--- config.mk ---
export PLATFORM = sky130hd
export DESIGN_NAME = sink_current_fade
export DESIGN_NICKNAME = d
export VERILOG_FILES = /design/src/sink_current_fade.v
export VERILOG_INCLUDE_DIRS = /design/src
export SDC_FILE = /design/constraint.sdc
export NUM_CORES = 1
export LEC_CHECK = 0
export BUFFER_PORTS_ARGS = -buffer_cell sky130_fd_sc_hd__buf_4
export CORE_MARGIN = 2
export CORE_UTILIZATION = 60
export CTS_BUF_LIST = sky130_fd_sc_hd__clkbuf_8
export DETAILED_ROUTE_END_ITERATION = 7
export GPL_ROUTABILITY_DRIVEN = 1
export PLACE_DENSITY = 0.89
export SYNTH_ARGS = -nofsm -noshare
export SYNTH_HDL_FRONTEND = slang
export SYNTH_SLANG_ARGS = --single-unit
export TNS_END_PERCENT = 100
--- constraint.sdc ---
create_clock -name clock -period 5.45 [get_ports clock]
set_clock_uncertainty 0.1 [all_clocks]
set_input_delay 0.545 -clock clock [delete_from_list [all_inputs] [get_ports clock]]
set_output_delay 0.545 -clock clock [all_outputs]
set_load 0.1 [all_outputs]
--- src/sink_fade_regs.vh ---
// Register addresses, field positions, reset values and timing constants for the sink fade block.
// Assumes the host interface delivers decoded byte writes and reads on the device clock.
`ifndef SINK_FADE_REGS_VH
`define SINK_FADE_REGS_VH

// ****************************************
// Register map
// ****************************************
`define ADDR_SINK_FADE 8'h13
`define ADDR_SINK_ENABLE 8'h10
`define FADE_RESET 8'h00
`define ENABLE_RESET 8'h00
`define FADE_DOWN_MSB 7
`define FADE_DOWN_LSB 4
`define FADE_UP_MSB 3
`define FADE_UP_LSB 0
`define READ_ZERO 8'h00

// ****************************************
// Sinks and timing
// ****************************************
`define SINK_COUNT 7
`define LEVEL_BITS 7
`define LEVEL_ZERO 7'h00
`define LEVEL_ONE 7'h01
`define FULL_SCALE_STEPS 127
`define CLOCK_KHZ 40000
`define FADE_UNIT_MS 100
`define FADE_OFF 4'h0
`define SHORT_CODE_LAST 4'hA
`define SHORT_UNITS_PER_CODE 6'h03
`define LONG_FIRST_UNITS 6'h23
`define LONG_UNITS_PER_CODE 6'h05
`define LONG_CODE_FIRST 4'hB
`define UNIT_COUNT_ZERO 6'h00
`define UNIT_COUNT_ONE 6'h01
`define TICK_BITS 15
`define TICK_ZERO 15'h0000
`define TICK_ONE 15'h0001

`endif

--- src/sink_current_fade.v ---
// Fade engine for the seven independent sinks: fade rate register, enable register, current ramps.
// Assumes the serial host interface presents one-cycle read and write strobes on the device clock.
`timescale 1ns/100ps
`include "sink_fade_regs.vh"

module sink_current_fade #(
  parameter TICK_CYCLES = (`FADE_UNIT_MS * `CLOCK_KHZ) / `FULL_SCALE_STEPS
) (
  // Clock, reset, clock enable
  input wire clock,
  input wire rst,
  input wire ce,
  // Register port
  input wire [7:0] reg_addr,
  input wire [7:0] reg_wdata,
  input wire reg_write,
  input wire reg_read,
  output reg [7:0] reg_rdata,
  // Per-sink target levels from the current-level registers, sink 0 in the low bits
  input wire [`SINK_COUNT*`LEVEL_BITS-1:0] sink_target,
  // Per-sink present levels to the current DACs
  output wire [`SINK_COUNT*`LEVEL_BITS-1:0] sink_level,
  output wire [`SINK_COUNT-1:0] sink_enable_bits
);

  // ****************************************
  // Derived constants
  // ****************************************
  // The prescaler wraps on its last count; the result is cut to the counter width on purpose.
  localparam integer TICK_LAST_INT = TICK_CYCLES - 1;
  localparam [`TICK_BITS-1:0] TICK_LAST = TICK_LAST_INT[`TICK_BITS-1:0];

  // ****************************************
  // Register decode
  // ****************************************
  reg [7:0] sink_fade_register;
  reg [`SINK_COUNT-1:0] enable_reg;
  reg [7:0] next_rdata;
  wire write_fade = reg_write && (reg_addr == `ADDR_SINK_FADE);
  wire write_enable = reg_write && (reg_addr == `ADDR_SINK_ENABLE);
  wire read_fade = reg_read && (reg_addr == `ADDR_SINK_FADE);
  wire read_enable = reg_read && (reg_addr == `ADDR_SINK_ENABLE);
  wire [3:0] sink_ramp_down_rate = sink_fade_register[`FADE_DOWN_MSB:`FADE_DOWN_LSB];
  wire [3:0] sink_ramp_up_rate = sink_fade_register[`FADE_UP_MSB:`FADE_UP_LSB];

  assign sink_enable_bits = enable_reg;

  // ****************************************
  // Read data selection
  // ****************************************
  // Read data is only reloaded by a read strobe, so it stands until the next read.
  always @* begin
    next_rdata = reg_rdata;
    if (read_fade) begin
      next_rdata = sink_fade_register;
    end else if (read_enable) begin
      next_rdata = {1'b0, enable_reg};
    end else if (reg_read) begin
      next_rdata = `READ_ZERO;
    end
  end

  // ****************************************
  // Register storage
  // ****************************************
  always @(posedge clock) begin
    if (rst) begin
      sink_fade_register <= `FADE_RESET;
      enable_reg <= {`SINK_COUNT{1'b0}};
      reg_rdata <= `READ_ZERO;
    end else if (ce) begin
      if (write_fade) begin
        sink_fade_register <= reg_wdata;
      end
      if (write_enable) begin
        enable_reg <= reg_wdata[`SINK_COUNT-1:0];
      end
      reg_rdata <= next_rdata;
    end
  end

  // ****************************************
  // Fade duration decode
  // ****************************************
  // Returns the number of 0.1 s units in a full-scale fade; each unit spans one tick per level step.
  function [5:0] fade_units;
    input [3:0] code;
    begin
      if (code <= `SHORT_CODE_LAST) begin
        fade_units = `SHORT_UNITS_PER_CODE * {2'b00, code};
      end else begin
        fade_units = `LONG_FIRST_UNITS + `LONG_UNITS_PER_CODE * {2'b00, code - `LONG_CODE_FIRST};
      end
    end
  endfunction

  wire [5:0] down_units = fade_units(sink_ramp_down_rate);
  wire [5:0] up_units = fade_units(sink_ramp_up_rate);
  wire down_off = (sink_ramp_down_rate == `FADE_OFF);
  wire up_off = (sink_ramp_up_rate == `FADE_OFF);

  // ****************************************
  // Shared timebase
  // ****************************************
  // One tick is 0.1 s divided over the full-scale step count.
  reg [`TICK_BITS-1:0] tick_count;
  reg [`TICK_BITS-1:0] next_tick_count;
  wire tick = (tick_count == TICK_LAST);

  always @* begin
    next_tick_count = tick_count + `TICK_ONE;
    if (write_enable) begin
      next_tick_count = `TICK_ZERO;
    end else if (tick) begin
      next_tick_count = `TICK_ZERO;
    end
  end

  always @(posedge clock) begin
    if (rst) begin
      tick_count <= `TICK_ZERO;
    end else if (ce) begin
      tick_count <= next_tick_count;
    end
  end

  // ****************************************
  // Per-sink ramps
  // ****************************************
  genvar i;
  generate
    for (i = 0; i < `SINK_COUNT; i = i + 1) begin : g_sink
      reg [`LEVEL_BITS-1:0] level;
      reg [5:0] unit_count;
      reg [`LEVEL_BITS-1:0] next_level;
      reg [5:0] next_unit_count;
      wire [`LEVEL_BITS-1:0] target = sink_target[i*`LEVEL_BITS +: `LEVEL_BITS];
      wire [`LEVEL_BITS-1:0] goal = enable_reg[i] ? target : `LEVEL_ZERO;
      wire at_goal = (goal == level);
      wire rising = goal > level;
      wire fade_off = rising ? up_off : down_off;
      wire [5:0] units = rising ? up_units : down_units;
      wire unit_done = (unit_count + `UNIT_COUNT_ONE >= units);

      assign sink_level[i*`LEVEL_BITS +: `LEVEL_BITS] = level;

      // Fixed time per level step makes partial fades proportionally shorter.
      always @* begin
        next_level = level;
        next_unit_count = unit_count;
        if (write_enable) begin
          next_unit_count = `UNIT_COUNT_ZERO;
        end else if (at_goal) begin
          next_unit_count = `UNIT_COUNT_ZERO;
        end else if (fade_off) begin
          next_level = goal;
          next_unit_count = `UNIT_COUNT_ZERO;
        end else if (tick) begin
          if (unit_done) begin
            next_unit_count = `UNIT_COUNT_ZERO;
            if (rising) begin
              next_level = level + `LEVEL_ONE;
            end else begin
              next_level = level - `LEVEL_ONE;
            end
          end else begin
            next_unit_count = unit_count + `UNIT_COUNT_ONE;
          end
        end
      end

      always @(posedge clock) begin
        if (rst) begin
          level <= `LEVEL_ZERO;
          unit_count <= `UNIT_COUNT_ZERO;
        end else if (ce) begin
          level <= next_level;
          unit_count <= next_unit_count;
        end
      end
    end
  endgenerate

endmodule // sink_current_fade

==> metrics.cfg, run 1 <==
[outcome]
status=finished, final reports clean

[routing]
drc_errors=0
drt-total-wl_um=33800
drt_pass1_iterations=6
drtIter0Drc=1095
ant_nets=0
num_vias=11825
viasPerCell=6.52
wl_per_cell_um=18.6

[synthesis]
synth_compound_area_share_pct=22.9
yosysTopAreaCell=dfxtp_1
ys.flop_type=dfxtp_1
synth_adder_area_share_pct=19.2
synth-xor-area-share_pct=5.85
synth_cells=1411
yosysSeqAreaShare_pct=21.8
postSynthNetCount=1657
synth.avg_cell_area_um2=8.39
ys_types=74
synth-simple-area-share_pct=19.0
synth_top_cell_area_share_pct=21.8
synth_area_um2=11800
muxShareOfSynthArea_pct=7.25
yosys_warnings=0
ys_top_cells_by_count=ha_1 (166), dfxtp_1 (129), a21oi_1 (87)
ys_ff_latch=129
synth_top_family_by_area=compound AO/OA/AOI/OAI gates
yosysMostFrequentCell=ha_1
async_flop_share_pct=0
synth-edff-count=0
synth_area_leaders=dfxtp_1 (22%), ha_1 (18%), mux2i_1 (6.7%)

[sta]
post-route-period-util_pct=94.1
max-slew-margin-rel_pct=25.5
tns_ns=0
finalSetupViolCount=0
max_freq_ghz=0.195
finalWorstPathRequiredPeriod_ns=5.13
slew_viol_final=0
rsz0062_at_grt=no
whs_ns=0.213
tightest_slew_ns=1.10
hold_viol=0

[floorplanning]
row_count=51
coreArea_um2=19400
die_y_um=144
die_x_um=144
initial_utilization_pct=61.0
dieArea_um2=20900
io_pins=134

[grt]
grt_pass1_wl_um=53800
grt_max_degree=77
gr-total-overflow=0
grt_pass1_vias=11230
grt_antenna_before_repair=0
grt_usage_pct=32.3

[setup_path]
crit_top_cell=ha_1
worst_path_largest_cell_delay_ns=0.62
r2r_start=sink_fade_register[2]$_SDFFE_PP0P_
slowest_stage=a2111oi_0
r2r-end=g_sink[4].unit_count[2]$_SDFFE_PP0P_
crit_path_start_kind=flop
regToRegSetupSlack_ns=0.32
reg2regPathDepth=17
worst-path-max-fanout=9
worstPathRequired_ns=5.77
cp-end-kind=flop
worstPathArrival_ns=5.45
crit_chain=inv_1 > ha_1 > a21oi_1 > xnor2_1 > ha_1 > ha_1 > ha_1 > a31oi_1 > xor2_1 > a21oi_2 > mux2i_1 > ha_1 > a21oi_1 > o31a_1 > nand4_1 > a2111oi_0 > a21o_1
worstSetupPathType=flop to flop

[clock_tree]
cts_setup_buffers=0
clock_latency_ns=0.49
cts_tree=done
cts_sinks=129
numCtsBuffers=17
cts_root_buf=clkbuf_8
path_clk_slew_ns=0.08
cts_buffer_depth=2
htreeDepth=4

[hold_path]
hold_depth=3
hold_end=sink_fade_register[7]$_SDFFE_PP0P_
worstHoldStart=reg_wdata[7]
min_path_type=primary input to flop

[placed_design]
place_area_um2=13100
port_buffers=133
place.gp.congestion=0.946
hpwl_um=24700

[layout]
diodes=0
fill_cells=1536
area.growth.synth_to_final_pct=14.1
stdcell_area_um2=13500
register_area_um2=2580
finalNetCount=1782
multi_input_area_um2=8800
drive_above_1_share_pct=14.2

[power_and_ir_drop]
pwr-share-clk_pct=13.4
sequentialPowerShare_pct=19.8
p_leak_nw=5.92
switching_power_w=0.00305
powerDensity_nw_per_um2=433
max-vdd-ir-drop_mv=0.296
power.share.switching_pct=52.2
combPwrFrac_pct=66.8
intPower_w=0.00280
p_total_w=0.00585

[job]
cap_violations=0

==> worst max-delay path, delay by kind of cell, from the launching register on <==
family          cells  cell delay, ns
mux                 1            0.15
xor+xnor            2            0.35
flops               1            0.56
fa+ha+maj           5            1.38
compound gates      7            2.06
buf+inv             1            0.19
simple gates        1            0.27
==> placed cells by master, fill, tap and decap left out, types with 55 or more instances in the layout <==
| cell | count |
|---|---|
| ha_1 | 166 |
| buf_4 | 151 |
| dfxtp_1 | 129 |
| a21oi_1 | 86 |
| nor2_1 | 86 |
| nand2_1 | 85 |
| mux2i_1 | 79 |
| inv_1 | 75 |
| xnor2_1 | 57 |
| nand3_1 | 56 |
| and2_1 | 56 |
| o21ai_0 | 55 |
==> through the flow <==
| stage | util [%] | cells | worst slack [ns] |
|---|---|---|---|
| global route | 69.6 | 1813 | 0.0383 |
| finish | 69.6 | 1813 | 0.319 |
| floorplan | - | 1411 | 0.416 |
| detailed placement | 67.7 | 1782 | 0.339 |
| global placement | 67.7 | 1782 | 0.603 |
| CTS | 69.6 | 1813 | 0.277 |
==> how the worst max path moves through the flow <==
| stage | from | to | slack [ns] | depth (start not counted) |
|---|---|---|---|---|
| after global routing | sink_fade_register[2]$_SDFFE_PP0P_ | g_sink[4].unit_count[2]$_SDFFE_PP0P_ | 0.04 | 17 |
| after CTS | sink_fade_register[2]$_SDFFE_PP0P_ | g_sink[4].unit_count[2]$_SDFFE_PP0P_ | 0.28 | 17 |
| after detailed placement | sink_fade_register[2]$_SDFFE_PP0P_ | g_sink[0].unit_count[2]$_SDFFE_PP0P_ | 0.34 | 16 |
| final | sink_fade_register[2]$_SDFFE_PP0P_ | g_sink[4].unit_count[2]$_SDFFE_PP0P_ | 0.32 | 17 |
| after global placement | sink_fade_register[2]$_SDFFE_PP0P_ | g_sink[0].unit_count[2]$_SDFFE_PP0P_ | 0.60 | 16 |
| after floorplan | g_sink[0].level[6]$_SDFFE_PP0P_ | g_sink[0].unit_count[2]$_SDFFE_PP0P_ | 0.42 | 14 |
==> cell type report <==
type,count,share of cell area [%]
Clock buffer,20,2.04
Inverter,79,2.20
Sequential cell,129,19.1
Clock inverter,11,0.611
Timing Repair Buffer,151,8.39
Tap cell,265,2.45
Multi-Input combinational cell,1158,65.2
==> power by group through the flow <==
stage,Sequential (W),Clock [W],Combinational [W]
3_5_place_dp,0.00118,0,0.00382
6_report,0.00116,0.000781,0.00391
2_1_floorplan,0.00181,0,0.00239
3_3_place_gp,0.00118,0,0.00371
5_1_grt,0.00117,0.000824,0.00423
4_1_cts,0.00116,0.000777,0.00384
==> registers in the layout, indices dropped and copies added (netlist names) <==
| register | cells |
|---|---|
| reg_rdata | 8 |
| g_sink.unit_count | 42 |
| tick_count | 15 |
| sink_fade_register | 8 |
| sink_enable_bits | 7 |
| g_sink.level | 49 |
==> kinds of logic after synthesis <==
logic type / after synthesis
and+or+nand+nor: 431
DFF: 129
adders and majority gates: 176
xor gates and xnor gates: 79
AOI/OAI and AO/OA: 387
muxes: 85
buffers and inverters: 124
==> repair_timing <==
item	in CTS	in global routing
gates resized for setup	0	2
endpoints found under the setup margin	0	14
hold buffers	0	0
endpoints found under the hold margin	0	0
==> metal layers <==
layer / vias to the layer above / global-route usage (%) / share of wire [%]
li1: 5535 / - / -
met1: 5607 / 40.7 / 41
met2: 554 / 52.5 / 46
met3: 129 / 7.65 / 8.7
met4: 0 / 14.9 / 4.0
met5: - / 0 / 0
(Power assumes the default switching activity.)
==> inputs of run 2 (changes only) <==
Settings changed: CORE_UTILIZATION 60 to 45, CTS_BUF_LIST sky130_fd_sc_hd__clkbuf_8 to sky130_fd_sc_hd__clkbuf_4, PLACE_DENSITY 0.89 to 0.71.
==> metrics.cfg, run 2 (same netlist as run 1, synthesis figures left out) <==
[floorplanning]
die_x_um=166
io_pins=134
initial_utilization_pct=45.7
coreArea_um2=25900
dieArea_um2=27600
die_y_um=166
row_count=59

[layout]
fin_cells=1897
drive_above_1_share_pct=14.7
fill_cells=2483
reg_top3=g_sink.level: 49 flops, g_sink.unit_count: 42 flops, tick_count: 15 flops
regMostFlops=g_sink.level
area.growth.synth_to_final_pct=15.2
final_common_cell=ha_1
finalNetCount=1793
final_core_util_pct=52.6
final_cell_mix=ha_1 (166), buf_4 (162), dfxtp_1 (129)
largest_register_ffs=49

[placed_design]
hpwl_um=25500
dp.cells=1863
port_buffers=133
preCtsSetupSlack_ns=0.559
place.gp.congestion=0.891

[routing]
drt-total-wl_um=33100
drc_errors=0
wl_per_cell_um=17.5
viasPerCell=5.87
ant_nets=0
drt_pass1_iterations=8
num_vias=11127
drtIter0Drc=672

[sta]
finalSetupViolCount=0
finalWorstPathRequiredPeriod_ns=4.96
post-route-period-util_pct=90.9
max-slew-margin-rel_pct=27.6
whs_ns=0.137
slew_viol_final=0
setup_ws_ns=0.494
tightest_slew_ns=1.07
tns_ns=0
hold_viol=0
max_freq_ghz=0.202
rsz0062_at_grt=no

[grt]
grt_antenna_before_repair=1
grt_pass1_wl_um=54100
grt_usage_pct=23.7
grt_pass1_vias=10734
gr-total-overflow=0
grt_max_degree=52

[clock_tree]
cts_root_buf=clkbuf_4
cts_tree=done
htreeDepth=4
clock_latency_ns=0.57
cts_setup_buffers=0
numCtsBuffers=17
cts_sinks=129
postCtsHoldBufs=0
cts_resized=0
cts_buffer_depth=2
path_clk_slew_ns=0.13

[outcome]
status=finished, final reports clean

[power_and_ir_drop]
max-vdd-ir-drop_mv=0.306
sequentialPowerShare_pct=20.0
switching_power_w=0.00300
power.share.switching_pct=51.6
powerDensity_nw_per_um2=426
intPower_w=0.00281
combPwrFrac_pct=66.8
p_leak_nw=5.96
pwr-share-clk_pct=13.3

[setup_path]
worst-path-max-fanout=9
cp-end-kind=flop
crit_path_start_kind=flop
r2r_start=sink_fade_register[6]$_SDFFE_PP0P_
regToRegSetupSlack_ns=0.49
worstPathRequired_ns=5.81
r2r-end=g_sink[0].level[3]$_SDFFE_PP0P_
worstPathArrival_ns=5.32
reg2regPathDepth=17
worstSetupPathType=flop to flop

[job]
cap_violations=0

[hold_path]
min_path_type=primary input to flop
hold_end=sink_fade_register[3]$_SDFFE_PP0P_
hold_depth=3
worstHoldStart=reg_wdata[3]

run 2: per-stage QoR:
step	instance area [um2]	total power (W)
after floorplan	11800	0.00420
after global placement	13300	0.00494
after detailed placement	13300	0.00501
after CTS	13600	0.00580
after global routing	13600	0.00624
final	13600	0.00581
run 2: power groups by stage:
stage               Clock, W  Combinational [W]  Sequential [W]
floorplan                  0            0.00239         0.00181
global placement           0            0.00376         0.00118
detailed placement         0            0.00383         0.00118
CTS                 0.000786            0.00385         0.00116
global route        0.000826            0.00424         0.00117
finish              0.000771            0.00388         0.00116
run 2: final cells by class:
class	instances	area, um2	share of cell area, %
diodes	2	5.00	0.0367
repair buffers	162	1220	8.92
well taps	335	419	3.07
multi-input cells	1158	8790	64.5
clock buffers	18	135	0.991
inverters	79	297	2.17
clock inverters	14	189	1.39
flip-flops and latches	129	2580	18.9
run 2: routing by layer:
layer | up-vias | part of all wire (%) | global-route usage [%]
li1 | 5552 | - | -
met3 | 40 | 5.6 | 4.29
met1 | 5251 | 44 | 30.6
met5 | - | 0 | 0
met4 | 0 | 1.9 | 6.62
met2 | 284 | 48 | 40.6
run 2: worst max-delay path, stage by stage, from the launching register on:
cell and delay (ns):
dfxtp_1 0.56, inv_1 0.16, ha_1 0.21, a21oi_1 0.16
xnor2_1 0.21, ha_1 0.29, ha_1 0.20, ha_1 0.30
xnor2_1 0.17, nand2_1 0.06, o21ai_1 0.41, mux2i_1 0.17
ha_1 0.31, o21ai_0 0.07, o21ai_1 0.45, nand3_1 0.25
a211o_1 0.40, a221oi_1 0.36
run 2: how the worst max path moves through the flow:
stage	startpoint	endpoint	slack, ns	depth (start not counted)
detailed placement	sink_fade_register[6]$_SDFFE_PP0P_	g_sink[0].level[3]$_SDFFE_PP0P_	0.56	17
global placement	sink_fade_register[6]$_SDFFE_PP0P_	g_sink[0].unit_count[2]$_SDFFE_PP0P_	0.76	18
CTS	sink_fade_register[6]$_SDFFE_PP0P_	g_sink[0].level[3]$_SDFFE_PP0P_	0.52	17
global route	sink_fade_register[6]$_SDFFE_PP0P_	g_sink[0].unit_count[3]$_SDFFE_PP0P_	0.18	18
finish	sink_fade_register[6]$_SDFFE_PP0P_	g_sink[0].level[3]$_SDFFE_PP0P_	0.49	17
floorplan	g_sink[0].level[6]$_SDFFE_PP0P_	g_sink[0].unit_count[2]$_SDFFE_PP0P_	0.42	14
==> inputs of run 3 (changes only) <==
Settings changed: CELL_PAD_IN_SITES_DETAIL_PLACEMENT set to 1, CELL_PAD_IN_SITES_GLOBAL_PLACEMENT set to 2, CORE_UTILIZATION 45 to 37, PLACE_DENSITY 0.71 to 0.9.
==> metrics.cfg, run 3 (same netlist as run 1, synthesis figures left out) <==
[outcome]
status=finished, final reports clean

[setup_path]
r2r_start=sink_fade_register[0]$_SDFFE_PP0P_
critical-path-top-delay-family=compound AO/OA/AOI/OAI gates
path_buf_inv=1
worst-path-max-fanout=10
slowest_stage=xnor2_1
regToRegSetupSlack_ns=0.49
worst_path_largest_cell_delay_ns=0.81
r2r-end=g_sink[0].unit_count[2]$_SDFFE_PP0P_
worstPathArrival_ns=5.36
cp-end-kind=flop
worstPathRequired_ns=5.85
crit_top_cell=ha_1
reg2regPathDepth=12
worstSetupPathType=flop to flop
crit_path_start_kind=flop
crit_chain=inv_1 > ha_1 > a21oi_1 > nand2_1 > xnor2_1 > mux2i_1 > ha_1 > a2111oi_0 > o21ai_1 > a211oi_1 > or3b_1 > o211ai_1

[sta]
finalSetupViolCount=0
rsz0062_at_grt=no
whs_ns=0.127
slew_viol_final=0
post-route-period-util_pct=91.0
hold_viol=0
max_freq_ghz=0.202
tns_ns=0
tightest_slew_ns=1.14
max-slew-margin-rel_pct=22.7
finalWorstPathRequiredPeriod_ns=4.96

[layout]
final_core_util_pct=43.3
reg_top3=g_sink.level: 49 flops, g_sink.unit_count: 42 flops, tick_count: 15 flops
multi_input_area_um2=8790
regMostFlops=g_sink.level
fill_cells=3806
drive_above_1_share_pct=14.2
register_area_um2=2580
stdcell_area_um2=13700
area.growth.synth_to_final_pct=15.5
final_cell_mix=ha_1 (166), buf_4 (157), dfxtp_1 (129)
largest_register_ffs=49
final_common_cell=ha_1
finalNetCount=1788

[clock_tree]
path_clk_slew_ns=0.12
cts_root_buf=clkbuf_4
clock_latency_ns=0.57
cts_resized=0
numCtsBuffers=17
cts_sinks=129
cts_buffer_depth=2
cts_setup_buffers=0
postCtsHoldBufs=0
cts_tree=done
htreeDepth=4

[routing]
drc_errors=0
drt-total-wl_um=37400
viasPerCell=5.75
drtIter0Drc=589
ant_nets=0
drt_pass1_iterations=5
num_vias=11262
wl_per_cell_um=19.1

[hold_path]
hold_depth=3
hold_end=sink_fade_register[3]$_SDFFE_PP0P_
min_path_type=primary input to flop
worstHoldStart=reg_wdata[3]

[grt]
gr-total-overflow=0
grt_pass1_vias=11654
grt_antenna_before_repair=2
grt_max_degree=39
grt_pass1_wl_um=61100
grt_usage_pct=22.5

[power_and_ir_drop]
max-vdd-ir-drop_mv=0.244
p_leak_nw=5.93
powerDensity_nw_per_um2=430

[floorplanning]
row_count=65
die_y_um=183
io_pins=134
die_x_um=183
initial_utilization_pct=37.5
dieArea_um2=33400
coreArea_um2=31600

[placed_design]
hpwl_um=29100
place.gp.congestion=0.866
port_buffers=133
place_area_um2=13400

[job]
cap_violations=0

[run 3: cell count changes in the layout (fill, tap and decap cells not counted)]
cell / delta
buf_4: -5
clkinv_1: +2
clkbuf_4: +1
clkinv_2: -1
clkinv_4: -1
clkinvlp_4: -1
diode_2: -1
inv_6: -1
[run 3: how the worst max path moves through the flow]
stage | to | startpoint | cells past startpoint
after detailed placement | g_sink[0].unit_count[2]$_SDFFE_PP0P_ | sink_fade_register[6]$_SDFFE_PP0P_ | 18
final | g_sink[0].unit_count[2]$_SDFFE_PP0P_ | sink_fade_register[0]$_SDFFE_PP0P_ | 12
after floorplan | g_sink[0].unit_count[2]$_SDFFE_PP0P_ | g_sink[0].level[6]$_SDFFE_PP0P_ | 14
after CTS | g_sink[0].unit_count[2]$_SDFFE_PP0P_ | sink_fade_register[6]$_SDFFE_PP0P_ | 18
after global routing | g_sink[0].unit_count[3]$_SDFFE_PP0P_ | sink_fade_register[0]$_SDFFE_PP0P_ | 12
after global placement | g_sink[3].level[5]$_SDFFE_PP0P_ | sink_fade_register[6]$_SDFFE_PP0P_ | 20
[run 3: stage by stage]
stage	cells	power [W]	setup WS, ns
6_report	1957	0.00588	0.493
5_1_grt	1957	0.00631	0.136
4_1_cts	1956	0.00590	0.551
3_5_place_dp	1925	0.00511	0.572
3_3_place_gp	1925	0.00500	0.730
2_1_floorplan	1411	0.00420	0.416
[run 3: routing by layer]
metal  part of all wire (%)  up-vias  track usage (%)  routed length [um]
met4                    1.3        2             4.83                 488
li1                       -     5539                -                   -
met5                  0.048        -                0                  18
met1                     48     5473             30.1               18000
met2                     47      203             38.8               17700
met3                    3.4       45             3.00                1290
[run 3: worst register-to-register path, cell delays in order (launching register included)]
cell and delay (ns):
dfxtp_1 0.50, inv_1 0.24, ha_1 0.26, a21oi_1 0.57
nand2_1 0.17, xnor2_1 0.81, mux2i_1 0.16, ha_1 0.32
a2111oi_0 0.38, o21ai_1 0.30, a211oi_1 0.47, or3b_1 0.44
o211ai_1 0.17
[run 3: area by class of cell]
type | instances | share of cell area [%]
Sequential cell | 129 | 18.9
Multi-Input combinational cell | 1158 | 64.4
Antenna cell | 1 | 0.0183
Timing Repair Buffer | 157 | 8.62
Tap cell | 402 | 3.68
Clock inverter | 12 | 1.22
Inverter | 79 | 2.17
Clock buffer | 19 | 1.04
[run 3: power breakdown]
group | internal [W] | switching, W | total [W] | leakage, nW
clock | 0.000367 | 0.000404 | 0.000770 | 0.165
sequential | 0.00104 | 0.000118 | 0.00116 | 1.05
combinational | 0.00140 | 0.00254 | 0.00395 | 4.72
